<file path="src/arc_pkg.sv">
package arc_pkg;
  // ==========================================================
  // register map
  localparam logic [7:0] ARC_ADDR = 8'hd1;
  localparam logic [7:0] ARC_RESET = 8'h00;
  localparam logic [7:0] ARC_WR_MASK = 8'h0f;
  // enables after reset: only the sensor hi-z flag is up
  localparam logic [3:0] ARC_EN_RESET = 4'h2;
  // ==========================================================
  // field positions
  localparam int ARC_BIT_SRC_SEL = 3;
  localparam int ARC_BIT_TEMP_EN = 2;
  localparam int ARC_BIT_BIAS_EN = 1;
  localparam int ARC_BIT_BUF_EN = 0;
  // number of peripherals that can demand the bias generator
  localparam int ARC_NUM_BIAS_REQ = 4;
  // ==========================================================
  // sfr access phases
  typedef enum logic [1:0] {
    ARC_IDLE,
    ARC_WRITE,
    ARC_READ
  } arc_access_t;
endpackage

</file>
<file path="src/arc_bias_or.sv">
`timescale 1ns/1ps
`default_nettype none
// ==========================================================
// bias generator demand combiner
module arc_bias_or
  import arc_pkg::*;
(
  input wire logic ref_clk,
  input wire logic reset_n,
  input wire logic manual_en,
  input wire logic [ARC_NUM_BIAS_REQ-1:0] periph_req,
  output logic bias_on_q
);
  logic bias_on_d;
  logic [ARC_NUM_BIAS_REQ:0] chain;

  // or chain, one stage per requesting peripheral
  assign chain[0] = manual_en;
  genvar gi;
  generate
    for (gi = 0; gi < ARC_NUM_BIAS_REQ; gi++) begin : g_req
      assign chain[gi+1] = chain[gi] | periph_req[gi];
    end
  endgenerate

  always_comb begin
    bias_on_d = chain[ARC_NUM_BIAS_REQ];
  end

  // registered so the pin output is glitch free
  always_ff @(posedge ref_clk or negedge reset_n) begin
    if (!reset_n) begin
      bias_on_q <= 1'b0;
    end else begin
      bias_on_q <= bias_on_d;
    end
  end
endmodule // arc_bias_or
`default_nettype wire

</file>
<file path="src/arc_reference_control.sv">
// Contract
// - the register sits at sfr address 0xd1, bits 7 to 4 read zero and ignore writes.
// - reset clears the whole register to zero.
// - bit 3 selects the reference, 0 the external pin and 1 the supply.
// - bit 2 turns the temperature sensor on, and while off its output is high impedance.
// - bit 1 forces the bias generator on, otherwise only the automatic term applies.
// - the bias generator is on when converter, sensor, oscillator or current dac is on, or-ed.
// - bit 0 enables the reference output buffer that drives the reference pin.
`timescale 1ns/1ps
`default_nettype none
module arc_reference_control
  import arc_pkg::*;
(
  input wire logic ref_clk,
  input wire logic reset_n,
  input wire logic [7:0] sfr_addr,
  input wire logic sfr_wr,
  input wire logic sfr_rd,
  input wire logic [7:0] sfr_wdata,
  output logic [7:0] sfr_rdata,
  input wire logic adc_enable,
  input wire logic osc_enable,
  input wire logic idac_enable,
  output logic reference_source_select,
  output logic temp_sensor_enable,
  output logic temp_sensor_hiz,
  output logic bias_generator_enable,
  output logic reference_buffer_enable
);
  // ==========================================================
  // register state
  logic [7:0] ctrl_q;
  logic [7:0] ctrl_d;
  logic [7:0] rdata_q;
  logic [7:0] rdata_d;
  arc_access_t access;
  logic hit;

  assign hit = (sfr_addr == ARC_ADDR);

  // decode the access phase; write wins if both strobes are up
  always_comb begin
    if (hit && sfr_wr) begin
      access = ARC_WRITE;
    end else if (hit && sfr_rd) begin
      access = ARC_READ;
    end else begin
      access = ARC_IDLE;
    end
  end

  // next register and read data
  always_comb begin
    ctrl_d = ctrl_q;
    rdata_d = rdata_q;
    case (access)
      ARC_WRITE: begin
        ctrl_d = sfr_wdata & ARC_WR_MASK;
      end
      ARC_READ: begin
        rdata_d = ctrl_q & ARC_WR_MASK;
      end
      ARC_IDLE: begin
        rdata_d = rdata_q;
      end
      default: begin
        ctrl_d = ctrl_q;
      end
    endcase
  end

  // read data held until the next read so the core may sample late
  always_ff @(posedge ref_clk or negedge reset_n) begin
    if (!reset_n) begin
      ctrl_q <= ARC_RESET;
      rdata_q <= ARC_RESET;
    end else begin
      ctrl_q <= ctrl_d;
      rdata_q <= rdata_d;
    end
  end

  // ==========================================================
  // enables
  logic [3:0] en_d;
  logic [3:0] en_q;
  logic bias_q;

  always_comb begin
    en_d[3] = ctrl_d[ARC_BIT_SRC_SEL];
    en_d[2] = ctrl_d[ARC_BIT_TEMP_EN];
    en_d[1] = ~ctrl_d[ARC_BIT_TEMP_EN];
    en_d[0] = ctrl_d[ARC_BIT_BUF_EN];
  end

  // enables follow the register on the same edge as the write
  always_ff @(posedge ref_clk or negedge reset_n) begin
    if (!reset_n) begin
      en_q <= ARC_EN_RESET;
    end else begin
      en_q <= en_d;
    end
  end

  // bias demand is one cycle behind its inputs
  arc_bias_or u_bias (
    .ref_clk(ref_clk),
    .reset_n(reset_n),
    .manual_en(ctrl_q[ARC_BIT_BIAS_EN]),
    .periph_req({idac_enable, osc_enable, ctrl_q[ARC_BIT_TEMP_EN], adc_enable}),
    .bias_on_q(bias_q)
  );

  assign sfr_rdata = rdata_q;
  assign reference_source_select = en_q[3];
  assign temp_sensor_enable = en_q[2];
  assign temp_sensor_hiz = en_q[1];
  assign reference_buffer_enable = en_q[0];
  assign bias_generator_enable = bias_q;
endmodule // arc_reference_control
`default_nettype wire

</file>
<file path="config.mk">
export PLATFORM = sky130hd
export DESIGN_NAME = arc_reference_control
export DESIGN_NICKNAME = d
export VERILOG_FILES = /design/src/arc_pkg.sv /design/src/arc_bias_or.sv /design/src/arc_reference_control.sv
export SDC_FILE = /design/constraint.sdc
export NUM_CORES = 1
export LEC_CHECK = 0
export BUFFER_PORTS_ARGS = -buffer_cell sky130_fd_sc_hd__buf_2
export CAP_MARGIN = 40
export CORE_AREA = 2 2 39 41
export DETAILED_ROUTE_END_ITERATION = 10
export DIE_AREA = 0 0 41 43
export PLACE_DENSITY_LB_ADDON = 0.1
export SLEW_MARGIN = 20
export SYNTH_ARGS = -nofsm -noshare
export SYNTH_HDL_FRONTEND = slang
export SYNTH_HIERARCHICAL = 1
export SYNTH_SLANG_ARGS = --single-unit
</file>
<file path="constraint.sdc">
create_clock -name ref_clk -period 1.1 [get_ports ref_clk]
set_clock_uncertainty 0.15 [all_clocks]
set_input_delay 0.11 -clock ref_clk [delete_from_list [all_inputs] [get_ports ref_clk]]
set_output_delay 0.11 -clock ref_clk [all_outputs]
set_load 0.02 [all_outputs]
</file>
* After elaboration in Yosys (flattened, before gate mapping) *
Index checks and enable logic that the tools add are counted.

storage, ports and cells
  bits in registers = 13
  bits in latches = 0
  bits in writable memories = 0
  bits in read-only memories = 0
  input bits = 23
  output and inout port bits = 13
  logic and storage cells = 18
  memories = 0

operators by class
  $add $sub $neg = 0
  multipliers = 0
  div/mod/pow operators = 0
  order comparisons = 0
  equal/unequal tests = 3
  shift operators = 0
  muxes and demuxes = 3
  bitwise logic cells = 5
  reductions and logical operators = 2

operators by type and width
  cell                  count
  $eq A8 B8 Y1 const B  1
  $mux W2               2
  $mux W4               1
  $or A1 B1 Y1          4
  $eq A2 B1 Y1 const B  1
  $eq A2 B2 Y1 const B  1
  $logic_and A1 B1 Y1   2
  $not A1 Y1            1

* Logic depth before layout (Yosys ltp) *
  depth after elaboration = 7
  depth in mapped cells = 3
  mapped depth without buffers = 3

* Cells and area by module *
The synthesis kept the hierarchy.

by module, submodules not included
  module                 instances  cells an instance  area each (um2)  sequential area each (um2)
  arc_reference_control  1          27                 407.9            226.5
  arc_bias_or            1          4                  37.5             25.0

* Worst setup path after synthesis *
OpenSTA, ideal clock, no wires.

  path kind = input to register
  start point = in sfr_addr[1]
  end point = reg with a tool-made name
  setup time = 125 ps
  data arrival time = 888 ps
  required time = 825 ps
  slack = -62 ps
  cell stages on the path = 3
  buffers on the path = 0
  cells stage by stage = nor4b_4 > nand3_1 > mux2_2

RTL lines
  item             line                         text
  start, declared  arc_reference_control.sv:16  input wire logic [7:0] sfr_addr,

* Worst setup path after layout *
  start point = reg en_q[1]
  end point = out temp_sensor_hiz

RTL lines
  item                    line                          text
  start, declared         arc_reference_control.sv:86   logic [3:0] en_q;
  start signal, assigned  arc_reference_control.sv:101  en_q <= en_d;
  end, declared           arc_reference_control.sv:26   output logic temp_sensor_hiz,

No word-level cell between the ends.

==> results.ini <==
[outcome]
status = finished with violations
violations = negative setup slack

[clock_network]
cts-root-buf = clkbuf_4
clk_pin_slew_ns = 0.07
cts_max_path_buffers = 2
cts_sinks = 10
clkLatencyLatePin_ns = 0.26
cts_tree = yes
cts_buffers = 3
htreeDepth = 1

[worst_setup_path]
crit_chain = buf_6
critPathSlowestCell = dfstp_2
critPathMaxFanout = 1
crit_path_max_incr_delay_ns = 0.53
crit_start = en_q[1]
critPathArrivalTime_ns = 0.89
required_ns = 0.84
reg2reg_depth = 2
rrSetupSlack_ns = 0.04
crit_path_end_kind = primary output
crit_type = reg -> out
crit_family = flip-flops
cp-endpoint = temp_sensor_hiz
crit_buf_inv = 1
startpoint_type = register
cp.depth = 1

[sta]
fin_crit_sh_pct = 105
rsz0062_at_grt = true
hold_ws_ns = 0.0816
fin_setup_tns_ns = -0.0530
fmax_mhz = 867
worst_slack_ns = -0.0530
maxSlewViolCount = 0
setup_viol_count_final = 1
hold_viol = 0
fin_crit_ns = 1.15

[worst_hold_path]
hold_class = in -> async

[finish]
register_area_um2 = 251
fin_cells = 91
synthToLayoutAreaGrowth_pct = 75.3
nets = 99
fillers = 127
multiInputGateArea_um2 = 179
drive_gt1_share_pct = 62.7
n_antenna_cell = 0

[yosys]
synthMuxAreaShare_pct = 22.5
synth.most_common_cell = dfrtp_1
synth_area_leaders = dfrtp_1 51%, mux2_2 20%, buf_4 6.7%
synthTopCellsByCount = 9 x dfrtp_1, 8 x mux2_2, 4 x buf_4
synthArstFlopShare_pct = 100
yosys_warnings = 6
synth_cell_types = 13
synth_top_family_by_area = multiplexers
synth_ff_type = dfrtp_1
synth_compound_area_share_pct = 0
syn-cell-area_um2 = 445
synth_top_area_share_pct = 50.6
yosys.area.top_type = dfrtp_1
ys_seq_area_share_pct = 56.5
synthAdderAreaFrac_pct = 0
netlist_instances = 31
avgSynthCellArea_um2 = 14.4
synth_xor_area_share_pct = 0
synth-simple-area-share_pct = 13.5
synth_edf_count = 0
ys_ff_latch = 10

[routing]
first_pass_iters = 4
wl_um = 937
drc = 0
drt_iter0_markers = 2
wl_per_cell_um = 10.3
viasPerCell = 4.29
antenna_left = 0
vias = 390

[floorplan]
core_um2 = 1380
io_pins = 36
dieWidth_um = 41
die_area_um2 = 1760
fp-row-count = 14
die_h_um = 43
start_util_pct = 32.2

[global_routing]
use_met1_pct = 17.6
grt_pass1_wl_mm = 1.57
top_usage_layer = met2
track_usage_pct = 13.4
grt.overflow.total = 0
grt_max_degree = 11
grt_use_met2_pct = 18.1
grt_util_met3_pct = 3.14
antenna_found_initial = 0
grt_pass1_vias = 394

[place]
dpl.hpwl_um = 663
dp_slack_ns = -0.285
place.gp.congestion = 0.608
io_buffers = 27
placedCellCount = 75

[power]
p_leak_nw = 0.429
power.internal_mw = 0.657
vdd_drop_max_v = 0.000897
p_switching_mw = 0.184
seqPwrFrac_pct = 45.8
clkPwrFrac_pct = 38.5
p_comb_share_pct = 15.7
switching_share_pct = 21.9
p_per_area_nw_per_um2 = 1080

[job]
cap_viol_max_count = 0

[what timing repair did]
action | in CTS | in global routing
pin swaps | 1 | 3
resized for setup | 3 | 7
setup endpoints to repair | 4 | 12
hold buffers | 8 | 0
endpoints found under the hold margin | 16 | 0
buffers inserted | 2 | 2
[placed cells by master (no fill, tap or decap), drive strengths merged, types with 4 or more instances in the layout]
| cell | Yosys | layout |
|---|---|---|
| dlygate4sd3 | 0 | 8 |
| mux2 | 8 | 8 |
| conb | 1 | 4 |
| buf | 4 | 33 |
| clkbuf | 0 | 4 |
| dfrtp | 9 | 9 |
[state kept, by name, summed over array words and instances, names as in the netlist, named ones only]
signal            count
ctrl_q                2
u_bias/bias_on_q      1
sfr_rdata             4
en_q                  2
[metal layers]
metal  vias to the layer above  part of all wire, %
li1                        191                    -
met3                         2                  7.5
met5                         -                    0
met2                        17                   46
met4                         0                  1.1
met1                       180                   45
[through the flow]
step	utilization, %	area [µm²]	total power, mW
floorplan	-	457	0.442
global placement	43.1	597	0.483
detailed placement	43.1	597	0.484
CTS	53.3	738	0.843
global route	56.4	781	0.886
finish	56.4	781	0.841
[power by group through the flow]
stage	clock (mW)	combinational (mW)	sequential [mW]
2_1_floorplan	0	0.0388	0.403
3_3_place_gp	0	0.0902	0.393
3_5_place_dp	0	0.0911	0.393
4_1_cts	0.340	0.119	0.385
5_1_grt	0.354	0.146	0.387
6_report	0.323	0.132	0.385
[worst min path at each step]
stage / from / end / slack, ns / depth (start not counted)
after global routing: reset_n / sfr_rdata[2] / 0.13 / 2
after detailed placement: reset_n / sfr_rdata[0] / -0.17 / 1
after floorplan: reset_n / asynchronous set/reset pin / -0.34 / 0
after CTS: reset_n / sfr_rdata[3] / 0.08 / 2
final: reset_n / sfr_rdata[2] / 0.08 / 2
after global placement: reset_n / sfr_rdata[0] / -0.16 / 1
[cells by family after synthesis]
kind of cell | count (synthesis)
DFF | 10
buffers and inverters | 4
muxes | 9
and+or+nand+nor | 7
other | 1
[cell type report]
class                      count  share of cell area, %
clock buffer                   4                   4.65
sequential                    10                   32.2
timing repair buffer          41                   37.7
multi-input combinational     20                   22.9
tap                           16                   2.56
Note: power is estimated with default switching activity, not from simulation.
